$ cat src/hw/cdg_defines.svh
`ifndef CDG_DEFINES_SVH
`define CDG_DEFINES_SVH
// register indices; byte address is four times the index
`define CDG_IDX_CFG3        6'h03
`define CDG_IDX_CH5_PRIM    6'h19
`define CDG_IDX_CH5_COPY    6'h1a
`define CDG_IDX_CH6_PRIM    6'h1b
`define CDG_IDX_CH6_COPY    6'h1c
`define CDG_IDX_CH7_PRIM    6'h1d
`define CDG_IDX_CH7_COPY    6'h1e
`define CDG_IDX_CH8_PRIM    6'h1f
`define CDG_IDX_CH8_COPY    6'h20
`define CDG_IDX_STATUS      6'h3f
// field positions
`define CDG_GAIN_EN_BIT     12
`define CDG_OFFSET_EN_BIT   8
`define CDG_GAIN_MSB        15
`define CDG_GAIN_LSB        11
`define CDG_OFFSET_MSB      9
`define CDG_OFFSET_LSB      0
// gain step in tenths of a decibel (0.2 dB)
`define CDG_GAIN_STEP_TENTHS 2
// reset values
`define CDG_RESET_GAIN      5'h00
`define CDG_RESET_OFFSET    10'h000
`endif

$ cat src/hw/cdg_pkg.sv
package cdg_pkg;
  // result of an address decode
  typedef struct packed {
    logic       hit;   // mapped address
    logic       cfg;   // enable register
    logic       stat;  // status register
    logic       copy;  // offset-only copy register
    logic [1:0] ch;    // channel 5..8 as 0..3
  } cdg_dec_type;

  // register file and bus state of the top module
  typedef struct packed {
    logic [3:0][4:0] gain;      // gain codes
    logic [3:0][9:0] off_prim;  // offset, primary register
    logic [3:0][9:0] off_copy;  // offset, copy register
    logic            gain_en;   // global gain apply
    logic            off_en;    // global offset apply
    logic            pready;    // bus answer
    logic            pslverr;   // bus error
    logic [31:0]     prdata;    // read data
  } cdg_state_type;

  // state of one channel's apply stage
  typedef struct packed {
    logic [5:0] gain_tenths;  // applied gain in 0.1 dB
    logic [9:0] offset;       // applied offset, two's complement
    logic       mismatch;     // offset copies disagree
  } cdg_app_state_type;
endpackage

$ cat src/hw/cdg_chan_if.sv
`timescale 1ns/1ps
`default_nettype none
// carries one channel's settings to its apply stage and the results back
interface cdg_chan_if;
  logic       [4:0] gain_code;    // programmed gain code
  logic       [9:0] off_prim;     // offset from the primary register
  logic       [9:0] off_copy;     // offset from the copy register
  logic             gain_en;      // global gain apply
  logic             off_en;       // global offset apply
  logic       [5:0] gain_tenths;  // applied gain
  logic       [9:0] offset;       // applied offset
  logic             mismatch;     // copies disagree
  modport cfg (output gain_code, off_prim, off_copy, gain_en, off_en,
               input gain_tenths, offset, mismatch);
  modport app (input gain_code, off_prim, off_copy, gain_en, off_en,
               output gain_tenths, offset, mismatch);
endinterface
`default_nettype wire

$ cat src/hw/cdg_chan_apply.sv
`timescale 1ns/1ps
`default_nettype none
`include "cdg_defines.svh"
// turns one channel's codes into the applied gain and offset
module cdg_chan_apply (
  input wire logic pclk,     // bus clock
  input wire logic presetn,  // async reset, active low
  cdg_chan_if.app  chan      // settings in, results out
);
  cdg_pkg::cdg_app_state_type state;       // registered state
  cdg_pkg::cdg_app_state_type next_state;  // next value

  // gain and offset pass only while their global apply bit is set
  always_comb begin
    next_state = state;
    // gain is code times the 0.2 dB step
    next_state.gain_tenths = chan.gain_en ?
      6'(chan.gain_code * `CDG_GAIN_STEP_TENTHS) : 6'h00;
    // primary copy is used; a disagreeing copy is only flagged
    next_state.offset = chan.off_en ? chan.off_prim : `CDG_RESET_OFFSET;
    next_state.mismatch = (chan.off_prim != chan.off_copy);
  end

  // state register
  always_ff @(posedge pclk or negedge presetn) begin
    if (!presetn) begin
      state <= '0;
    end else begin
      state <= next_state;
    end
  end

  assign chan.gain_tenths = state.gain_tenths;
  assign chan.offset      = state.offset;
  assign chan.mismatch    = state.mismatch;

  // applied gain follows code one cycle later
  chk_gain_scale: assert property (@(posedge pclk) disable iff (!presetn)
    ##1 chan.gain_tenths == ($past(chan.gain_en) ? 6'($past(chan.gain_code) * 2) : 6'h00))
    else $error("applied gain wrong");
  // gain held at zero while gain apply is off
  chk_gain_gate: assert property (@(posedge pclk) disable iff (!presetn)
    !chan.gain_en [*2] |-> chan.gain_tenths == 6'h00)
    else $error("gain applied while disabled");
  // offset keeps its sign bits unchanged
  chk_offset_sign: assert property (@(posedge pclk) disable iff (!presetn)
    chan.off_en |=> $signed(chan.offset) == $signed($past(chan.off_prim)))
    else $error("offset value changed");
  // offset zero while offset apply is off
  chk_offset_gate: assert property (@(posedge pclk) disable iff (!presetn)
    !chan.off_en |=> chan.offset == 10'h000)
    else $error("offset applied while disabled");
  cov_both_on: cover property (@(posedge pclk) disable iff (!presetn)
    chan.gain_en && chan.off_en && chan.gain_code == 5'h1f);
endmodule // cdg_chan_apply
`default_nettype wire

$ cat src/hw/cdg_top.sv
// The APB interface to the registers was decided locally.
`timescale 1ns/1ps
`default_nettype none
`include "cdg_defines.svh"
// Behaviour
// - gain equals code times 0.2 dB
// - gain applies only with global gain bit
// - offset is ten-bit two's complement
// - offset applies only with global offset bit
// - channels 5..8 decoded at 19h to 20h
// - channel 5 primary register at 19h
// - channel 8 copy register at 20h
module cdg_top (
  input  wire logic        pclk,                // bus clock, 10 MHz
  input  wire logic        presetn,             // async reset, active low
  input  wire logic        psel,                // apb select
  input  wire logic        penable,             // apb access phase
  input  wire logic        pwrite,              // apb write
  input  wire logic [11:0] paddr,               // apb byte address
  input  wire logic [31:0] pwdata,              // apb write data
  input  wire logic [3:0]  pstrb,               // apb byte lanes
  output logic      [31:0] prdata,              // apb read data
  output logic             pready,              // apb ready
  output logic             pslverr,             // apb error
  output logic      [23:0] applied_gain_tenths, // 4 x 6-bit applied gain in 0.1 dB, channel 5 in low bits
  output logic      [39:0] applied_offset,      // 4 x 10-bit fifth_channel_offset_value in low bits
  output logic      [3:0]  copy_mismatch        // per channel copies disagree
);
  cdg_pkg::cdg_state_type state;       // registered state
  cdg_pkg::cdg_state_type next_state;  // next value
  cdg_pkg::cdg_dec_type   dec;         // decode of paddr
  logic                   setup;       // setup phase of a transfer
  logic                   access_done; // completing access phase
  logic [15:0]            rd_word;     // selected read word
  logic [15:0]            wr_mask;     // byte-lane mask for writes
  logic [15:0]            wr_word;     // masked merge of write data

  // maps a register index to its role; word-aligned addresses only
  function automatic cdg_pkg::cdg_dec_type decode(input logic [11:0] addr);
    cdg_pkg::cdg_dec_type d;
    logic [5:0] idx;
    logic [5:0] rel;
    d = '0;
    idx = addr[7:2];
    rel = 6'(idx - `CDG_IDX_CH5_PRIM);
    if (addr[1:0] != 2'h0 || addr[11:8] != 4'h0) begin
      d.hit = 1'b0;
    end else if (idx == `CDG_IDX_CFG3) begin
      d.hit = 1'b1;
      d.cfg = 1'b1;
    end else if (idx == `CDG_IDX_STATUS) begin
      d.hit = 1'b1;
      d.stat = 1'b1;
    end else if (idx >= `CDG_IDX_CH5_PRIM && idx <= `CDG_IDX_CH8_COPY) begin
      // even distance from 19h is a primary, odd is its copy
      d.hit  = 1'b1;
      d.copy = rel[0];
      d.ch   = rel[2:1];
    end
    return d;
  endfunction

  // read word for the current decode
  function automatic logic [15:0] read_word(input cdg_pkg::cdg_state_type s,
                                            input cdg_pkg::cdg_dec_type d,
                                            input logic [3:0] mis);
    logic [15:0] w;
    w = 16'h0000;
    if (d.cfg) begin
      w[`CDG_GAIN_EN_BIT]   = s.gain_en;
      w[`CDG_OFFSET_EN_BIT] = s.off_en;
    end else if (d.stat) begin
      w[3:0] = mis;
    end else if (d.copy) begin
      w[`CDG_OFFSET_MSB:`CDG_OFFSET_LSB] = s.off_copy[d.ch];
    end else begin
      w[`CDG_GAIN_MSB:`CDG_GAIN_LSB]     = s.gain[d.ch];
      w[`CDG_OFFSET_MSB:`CDG_OFFSET_LSB] = s.off_prim[d.ch];
    end
    return w;
  endfunction

  assign dec         = decode(paddr);
  assign setup       = psel && !penable;
  assign access_done = psel && penable && state.pready;
  assign wr_mask     = {{8{pstrb[1]}}, {8{pstrb[0]}}};
  assign rd_word     = read_word(state, dec, copy_mismatch);
  assign wr_word     = (pwdata[15:0] & wr_mask) | (rd_word & ~wr_mask);

  // bus answer and register writes
  always_comb begin
    next_state = state;
    // answer is raised in the first access cycle
    next_state.pready  = setup;
    next_state.pslverr = setup && (!dec.hit || (pwrite && dec.stat));
    if (setup && !pwrite && dec.hit) begin
      next_state.prdata = {16'h0000, rd_word};
    end else if (setup) begin
      next_state.prdata = 32'h0000_0000;
    end
    // a write lands only at the completing edge; reserved bits are dropped
    if (access_done && pwrite && dec.hit) begin
      if (dec.cfg) begin
        // enable register: both global apply bits
        next_state.gain_en = wr_word[`CDG_GAIN_EN_BIT];
        next_state.off_en  = wr_word[`CDG_OFFSET_EN_BIT];
      end else if (dec.copy) begin
        // offset-only copy register; upper bits are not stored
        next_state.off_copy[dec.ch] = wr_word[`CDG_OFFSET_MSB:`CDG_OFFSET_LSB];
      end else if (!dec.stat) begin
        // primary register; status writes never land here
        next_state.gain[dec.ch]     = wr_word[`CDG_GAIN_MSB:`CDG_GAIN_LSB];
        next_state.off_prim[dec.ch] = wr_word[`CDG_OFFSET_MSB:`CDG_OFFSET_LSB];
      end
    end
  end

  // state register; all fields reset to zero
  always_ff @(posedge pclk or negedge presetn) begin
    if (!presetn) begin
      state <= '0;
    end else begin
      state <= next_state;
    end
  end

  assign prdata  = state.prdata;
  assign pready  = state.pready;
  assign pslverr = state.pslverr;

  // one apply stage per channel; the copy check relies on the host
  // keeping both offset copies equal
  generate
    for (genvar c = 0; c < 4; c++) begin : g_chan
      cdg_chan_if u_if ();
      assign u_if.gain_code = state.gain[c];
      assign u_if.off_prim  = state.off_prim[c];
      assign u_if.off_copy  = state.off_copy[c];
      assign u_if.gain_en   = state.gain_en;
      assign u_if.off_en    = state.off_en;
      assign applied_gain_tenths[6*c +: 6] = u_if.gain_tenths;
      assign applied_offset[10*c +: 10]    = u_if.offset;
      assign copy_mismatch[c]              = u_if.mismatch;
      cdg_chan_apply u_apply (
        .pclk    (pclk),
        .presetn (presetn),
        .chan    (u_if)
      );
    end
  endgenerate

  // channel 6 primary at byte 6Ch lands in channel 6 gain
  chk_ch6_decode: assert property (@(posedge pclk) disable iff (!presetn)
    access_done && pwrite && paddr == 12'h06c && pstrb[1]
    |=> state.gain[1] == $past(pwdata[15:11]))
    else $error("channel 6 primary not decoded");
  // channel 5 primary at byte 64h holds gain and offset
  chk_ch5_prim: assert property (@(posedge pclk) disable iff (!presetn)
    access_done && pwrite && paddr == 12'h064 && pstrb == 4'hf
    |=> state.gain[0] == $past(pwdata[15:11]) && state.off_prim[0] == $past(pwdata[9:0]))
    else $error("channel 5 primary not decoded");
  // channel 8 copy at byte 80h
  chk_ch8_copy: assert property (@(posedge pclk) disable iff (!presetn)
    access_done && pwrite && paddr == 12'h080 && pstrb[1:0] == 2'h3
    |=> state.off_copy[3] == $past(pwdata[9:0]))
    else $error("channel 8 copy not decoded");
  // enable write reaches the applied gain two cycles later
  chk_gain_path: assert property (@(posedge pclk) disable iff (!presetn)
    access_done && pwrite && paddr == 12'h00c && pstrb[1] && !pwdata[12]
    |-> ##2 applied_gain_tenths == 24'h000000)
    else $error("gain not cut by enable");
  // every transfer answered in its first access cycle
  chk_bus_ready: assert property (@(posedge pclk) disable iff (!presetn)
    setup |=> pready)
    else $error("no ready in access phase");
  // unmapped address answered with an error
  chk_bus_error: assert property (@(posedge pclk) disable iff (!presetn)
    setup && !dec.hit |=> pslverr)
    else $error("unmapped address not refused");
  cov_ch6_write: cover property (@(posedge pclk) disable iff (!presetn)
    access_done && pwrite && paddr == 12'h06c);
  cov_mismatch: cover property (@(posedge pclk) disable iff (!presetn)
    copy_mismatch != 4'h0);
  cov_status_write: cover property (@(posedge pclk) disable iff (!presetn)
    access_done && pwrite && dec.stat);

  // a refused write leaves every gain and offset register as it was
  chk_err_nowrite: assert property (@(posedge pclk) disable iff (!presetn)
    access_done && pwrite && pslverr
    |=> $stable(state.gain) && $stable(state.off_prim) && $stable(state.off_copy))
    else $error("refused write changed a register");
  // status register is read only
  chk_status_ro: assert property (@(posedge pclk) disable iff (!presetn)
    access_done && pwrite && dec.stat |-> pslverr)
    else $error("status write not refused");
  // answer stands for one cycle only
  chk_ready_pulse: assert property (@(posedge pclk) disable iff (!presetn)
    pready |=> !pready)
    else $error("ready held too long");
  // channel 6 copy at byte 70h
  chk_ch6_copy: assert property (@(posedge pclk) disable iff (!presetn)
    access_done && pwrite && paddr == 12'h070 && pstrb[1:0] == 2'h3
    |=> state.off_copy[1] == $past(pwdata[9:0]))
    else $error("channel 6 copy not decoded");
  // channel 7 primary at byte 74h
  chk_ch7_prim: assert property (@(posedge pclk) disable iff (!presetn)
    access_done && pwrite && paddr == 12'h074 && pstrb == 4'hf
    |=> state.gain[2] == $past(pwdata[15:11]) && state.off_prim[2] == $past(pwdata[9:0]))
    else $error("channel 7 primary not decoded");
  // channel 7 copy at byte 78h
  chk_ch7_copy: assert property (@(posedge pclk) disable iff (!presetn)
    access_done && pwrite && paddr == 12'h078 && pstrb[1:0] == 2'h3
    |=> state.off_copy[2] == $past(pwdata[9:0]))
    else $error("channel 7 copy not decoded");
  // enable bits land where the apply stages read them
  chk_cfg_write: assert property (@(posedge pclk) disable iff (!presetn)
    access_done && pwrite && paddr == 12'h00c && pstrb[1]
    |=> state.gain_en == $past(pwdata[12]) && state.off_en == $past(pwdata[8]))
    else $error("enable bits not stored");
  // primary read returns gain and offset of the decoded channel
  chk_read_prim: assert property (@(posedge pclk) disable iff (!presetn)
    setup && !pwrite && dec.hit && !dec.cfg && !dec.stat && !dec.copy
    |=> prdata[15:11] == $past(state.gain[dec.ch])
        && prdata[9:0] == $past(state.off_prim[dec.ch]))
    else $error("primary read wrong");
  // copy read shows the offset and zeros above it
  chk_read_copy: assert property (@(posedge pclk) disable iff (!presetn)
    setup && !pwrite && dec.copy
    |=> prdata == {22'h0, $past(state.off_copy[dec.ch])})
    else $error("copy read wrong");
  // status read shows the mismatch flags
  chk_read_status: assert property (@(posedge pclk) disable iff (!presetn)
    setup && !pwrite && dec.stat |=> prdata == {28'h0, $past(copy_mismatch)})
    else $error("status read wrong");
endmodule // cdg_top
`default_nettype wire

$ cat config.mk
export PLATFORM = sky130hd
export DESIGN_NAME = cdg_top
export DESIGN_NICKNAME = d
export VERILOG_FILES = /design/src/hw/cdg_pkg.sv /design/src/hw/cdg_chan_if.sv /design/src/hw/cdg_chan_apply.sv /design/src/hw/cdg_top.sv
export VERILOG_INCLUDE_DIRS = /design/src /design/src/hw
export SDC_FILE = /design/constraint.sdc
export NUM_CORES = 1
export LEC_CHECK = 0
export ABC_AREA = 1
export BUFFER_PORTS_ARGS = -buffer_cell sky130_fd_sc_hd__buf_2
export CAP_MARGIN = 10
export CORE_MARGIN = 5
export CORE_UTILIZATION = 51
export CTS_CLUSTER_SIZE = 25
export DETAILED_ROUTE_END_ITERATION = 16
export PLACE_DENSITY = 0.76
export SYNTH_ARGS = -nofsm -noshare
export SYNTH_HDL_FRONTEND = slang
export SYNTH_SLANG_ARGS = --single-unit
$ cat constraint.sdc
create_clock -name pclk -period 1.55 [get_ports pclk]
set_clock_uncertainty 0.1 [all_clocks]
set_input_delay 0.31 -clock pclk [delete_from_list [all_inputs] [get_ports pclk]]
set_output_delay 0.31 -clock pclk [all_outputs]
set_load 0.01 [all_outputs]
# Word level (Yosys, flattened, before mapping)
# Index checks and enable logic that the tools add are counted.
# word_totals
latch_bits,0
rom_bits,0
input_bits,53
regBits,204
n_memories,0
ramBits,0
output_inout_bits,102
word_cells,113
# op_classes
n_reduce_logical,22
eq_ne,6
bitwise_logic,7
magnitude_cmp,4
addsub,1
div,0
shifts,0
n_mul,0
muxes,44
# ops
operator,n
$bwmux W40,2
$mux W10,8
$mux W32,2
$bmux W10 S2,2
$ne A10 B10 Y1,4
$and A16 B16 Y16,2
$mux W6,5
$mux W5,5
$bwmux W20,1
$demux W10 S2,1
$not A16 Y16,1
$or A16 B16 Y16,1
$logic_and A1 B1 Y1,11
$bmux W5 S2,1
$demux W5 S2,1
$mux W1,10
$mux W3,3
$mux W4,2
$mux W8,1
$eq A6 B2 Y1 const B,1
$eq A6 B6 Y1 const B,1
$ge A6 B5 Y1 const B,1
$le A6 B6 Y1 const B,1
$reduce_and A4 Y1,1
other kinds (10),16

# Depth between registers and ports, before layout
# depth
ltp_word,14
ltp_mapped,18
mapped_depth_nobuf,17

# Modules after synthesis
# From an unflattened synthesis, not the netlist that was laid out.
# unflattened
hier_cells,1219
hier_area_um2,9206.3
# by_module_without_submodules
mod,n_inst,cells_per_inst,seq_area_each_um2,area_each_um2
cdg_top,1,871,2977.9,6413.7
cdg_chan_apply,4,87,400.4,698.2

# Least setup slack after synthesis
# No wires, ideal clock.
# synth_timing
kind,input -> register
start,in paddr[2]
end,reg state (netlist bit g_chan[0].u_if.off_copy[0])
setup_ns,0.116
slack_ns,-0.549
t_arrival_ns,1.883
path_stages,14
path_buffers,2
required_ns,1.334
path_cell_list,inv_1 -> ha_1 -> buf_2 -> nor2_8 -> nand3_4 -> inv_2 -> buf_4 -> nand2_1 -> nand3_1 -> nand3_2 -> nand3_2 -> nand2_2 -> nand2_1 -> nand2_1
# synth_via
elab_chain_len,14
word_cells_on_any_way,34
cone_classes,add/sub (1); order compare (4); eq/ne (2); mux (20); bitwise (3); reduce/logical (4)
# synth_lines
element,line_no,text
start: declaration,cdg_top.sv:19,"input wire logic [11:0] paddr,"
$ge A6 B5 Y1 (no source line) / $le A6 B6 Y1 (equally long branches),n/a,
$logic_and A1 B1 Y1 (no source line),n/a,
$mux W3,cdg_top.sv:54,end else if (idx >= `CDG_IDX_CH5_PRIM && idx <= `CDG_IDX_CH8_COPY) begin
$mux W3,cdg_top.sv:51,end else if (idx == `CDG_IDX_STATUS) begin
$mux W4,cdg_top.sv:48,end else if (idx == `CDG_IDX_CFG3) begin
$mux W5,cdg_top.sv:46,if (addr[1:0] != 2'h0 || addr[11:8] != 4'h0) begin
"$bmux W10 S2, on equally long branches","cdg_top.sv:78, cdg_top.sv:75",
"$mux W10, on equally long branches","cdg_top.sv:78, cdg_top.sv:75",
$mux W10,cdg_top.sv:74,end else if (d.copy) begin
$mux W4,cdg_top.sv:72,end else if (d.stat) begin
$mux W8,cdg_top.sv:69,if (d.cfg) begin
$and A16 B16 Y16,cdg_top.sv:88,assign wr_word = (pwdata[15:0] & wr_mask) | (rd_word & ~wr_mask);
$or A16 B16 Y16,cdg_top.sv:88,
$bwmux W40,cdg_top.sv:109,next_state.off_copy[dec.ch] = wr_word[`CDG_OFFSET_MSB:`CDG_OFFSET_LSB];
end signal: assignment,cdg_top.sv:123,state <= next_state;
end: declaration,cdg_top.sv:29,cdg_pkg::cdg_state_type state;
# Several ways; a longest one is shown, not always the timed one. The select of a mux whose other input is x is not followed.
# A chain may end at the register's enable or synchronous reset.

# Final worst setup path
# layout_timing
start,in paddr[3]
end,reg state (netlist bit g_chan[3].u_if.off_copy[0])
# Same word-level chain as after synthesis.

==> results.md <==
* Outcome: finished with violations
* Failing checks: negative setup slack
* Synth Register Bits at 183
* Max Freq at between 500 and 600 MHz
* Post-synth top cells: nand2_1, dfrtp_1, inv_1
* # clock sinks at 183
* Post-layout net count at approximately 1,500
* H-Tree Depth at 4
* Bufs on Longest Clock Path at 2
* Initial Util at 51.66%
* Share of the synthesized area in the top cell type at 49.52%
* Final wirelength at 29.25 mm
* VDD IR max at 0.7815 mV
* Compound-Gate Fraction of Synth Area at around 3.0%
* Most common cell in the synthesized netlist: nand2_1
* CP top delay family: simple AND/OR/NAND/NOR gates
* Multiplexer share of the synthesized area at 0%
* Share of cells above drive strength 1 at around 36%
* GRT overflow at 0
* Max incr delay on CP at 0.16 ns
* Placed instance area at ~11,000 µm²
* WS Path Type: input port to flop
* Cell repeated most along the worst path: nand2_8
* DRC at 0
* Final instance area at around 12,000 µm²
* Final hold vios at 0
* Post-synth ARST share at 100.0%
* Mapped Cells at 1,161
* Sequential share of the synthesized area at 49.52%
* FF/Latch Area at about 4600 µm²
* Post-Syn Area at around 9000 µm²
* Fin Setup TNS at -36.78 ns
* Worst path bufs/invs at 4
* Die Ht at 144.7 µm
* Post-synthesis adder-cell area fraction at less than 1%
* Final Critical Period at 1.949 ns
* Avg Vias per Cell at 5.289
* Layout area overhead at 35.08%
* Synthesis Warnings at 0
* Vias at 8,775
* HPWL after DPL at 20.94 mm
* FP Rows at 49
* Xor/xnor share of the synthesized area at 1.231%
* Die area at roughly 21,000 µm²
* Ports at 155
* Clk Latency, worst-skew pair at 0.45 ns
* Startpoint types: input port
* Worst path cell trace: buf_12 > inv_16 > ha_4 > nand3_2 > nand2_2 > nand2_8 > nand2_8 > buf_12 > nand2_8 > buf_6 > nor2_1 > nor2_2 > nand2_1 > nand3_2 > nand3_4 > nand2_8 > nand2_2 > nand2_1
* Clk root buf: clkbuf_16
* First-pass GRT wire length at 45.44 mm
* Die width at roughly 140 µm
* IO buf count at 114
* Synth cell types at 40
* CP max stage cell: ha_4
* LEAKAGE at 0.007302 µW
* Main combinational cell family by area after synthesis: simple AND/OR/NAND/NOR gates
* Synth area leader: dfrtp_1
* CTS clk-pin slew, worst paths at 0.07 ns
* CTS tree: done
* Total core area at 17,900 µm²
* # diodes at 0
* Worst setup EP type: flop
* Hold slack at about 0.15 ns
* Max-slew violation count at 0
* HP Class: input port to flop
* Total GRT Usage at between 20 and 30%
* Top FF cell, synth: dfrtp_1
* Req. time, crit path at 1.78 ns
* Area share of and/or/nand/nor cells after synthesis at 34.70%
* Vias in the first global route at 8,464
* Multi-input gate area at ~4400 µm²
* Max-cap violations at 0
* Initial antenna violation count at 0
* Number of synthesized flops with an enable pin at 0
* Post-DR wirelength/cell at around 18 µm
* Drt first pass iters at 5
* PD cells at 775.5 nW/µm²
* Fill count at 1,422
* Worst-path maximum fanout at 8
* Routed Antenna Nets at 0
* Tcrit/Tclk final at 125.7%
* Setup violators final at between 100 and 150
* Final GP Congestion at 0.9608
* Top cells by area, synth: dfrtp_1, nand2_1, inv_1
* Pin count of the biggest net entering global routing at 76
* Mean area per synthesized cell at 7.965 µm²
* Post-route worst setup slack at -0.3988 ns
* CP arrival at between 2 and 2.5 ns
* RSZ-0062 raised after global routing: yes
* DRT iter0 DRCs at around 960
* Cts bufs inserted at 17
-- kinds of logic (layout without fill, tap and decap cells) --
kind of cell	Yosys count	count (layout)
adders and majority gates	3	3
buffers and inverters	215	462
AOI/OAI and AO/OA	43	43
and+or+nand+nor	703	705
DFF	183	183
other	1	21
xor gates and xnor gates	13	13
-- metal layers --
| layer | part of all wire, % | track usage [%] | vias to the layer above | wire (µm) |
|---|---|---|---|---|
| li1 | - | - | 4011 | - |
| met1 | 42 | 40.21 | 4263 | 12190 |
| met5 | 0 | 0 | - | 0 |
| met4 | 2.4 | 8.149 | 0 | 715 |
| met3 | 8.1 | 5.882 | 66 | 2366 |
| met2 | 48 | 44.82 | 435 | 13980 |
-- timing repair --
action,in CTS,in global routing
pin swaps,56,54
hold buffers,2,0
cloned,2,0
resized for setup,80,100
endpoints found under the setup margin,118,118
buffers inserted,14,9
endpoints found under the hold margin,184,0
-- where the power goes --
part           internal [µW]  total [µW]  leakage [µW]  switching (µW)
Clock                   2300        4360      0.000276            2060
Combinational            168         547       0.00447             379
Sequential              4780        4780       0.00256            2.44
Total                   7240        9690       0.00730            2440
-- worst min-delay path: cells and delay by family --
family          cells  cell delay [ns]
compound gates      1             0.10
buf+inv             1             0.07
simple gates        3             0.19
-- area by class of cell --
cell class,count,area share [%]
Clock inverter,14,1.152
Sequential cell,183,36.66
Tap cell,229,2.294
Clock buffer,18,3.516
Inverter,155,5.058
Timing Repair Buffer,275,16.30
Multi-Input combinational cell,785,35.03
-- flip-flops by register name (all words and copies together) (netlist names) --
register and cells:
g_chan.u_if.off_prim 40, pready 1, g_chan.u_if.off_en 1, prdata 15, g_chan.u_apply.chan.mismatch 4, g_chan.u_if.gain_en 1
g_chan.u_if.gain_code 20, g_chan.u_apply.chan.gain_tenths 20, g_chan.u_if.off_copy 40, g_chan.u_apply.chan.offset 40, pslverr 1
-- worst paths after layout --
kind	start	to	slack, ns	depth (start not counted)
max	paddr[3]	g_chan[3].u_if.off_copy[0]$_DFFE_PN0P_	-0.40	18
min	pwdata[11]	g_chan[2].u_if.gain_code[0]$_DFFE_PN0P_	0.15	5
max reg2reg	pready$_DFF_PN0_	g_chan[1].u_if.off_copy[8]$_DFFE_PN0P_	-0.13	9
min reg2reg	prdata[6]$_DFFE_PN0P_	prdata[6]$_DFFE_PN0P_	0.38	2
max in group asynchronous	presetn	g_chan[1].u_apply.chan.gain_tenths[2]$_DFF_PN0_	0.65	3
min in group asynchronous	presetn	g_chan[2].u_apply.chan.offset[4]$_DFF_PN0_	0.31	3
-- placed cells by master, fill, tap and decap left out, drive strengths merged --
master,count
xnor2,10
a22oi,2
nand4,27
xor2,3
bufinv,1
dfrtp,183
a21oi,12
o211a,1
nand3b,1
o22ai,1
buf,273
conb,21
a21o,1
ha,3
nand2,523
nor2,71
nor3,4
dlygate4sd3,2
or2,11
clkinvlp,4
nand3,64
o21ai,17
o2111ai,7
inv,158
clkinv,6
clkbuf,18
nor4,4
o221a,2
-- through the flow --
stage,utilization [%],worst slack [ns],cells,total power [µW]
after CTS,67.57,-0.3575,1650,9667
after detailed placement,61.53,-1.013,1600,5341
after global routing,69.78,-0.4626,1659,9951
final,69.78,-0.3988,1659,9687
after floorplan,-,-0.4277,1181,5111
after global placement,61.53,-0.9757,1600,5336
(Power assumes the default switching activity.)
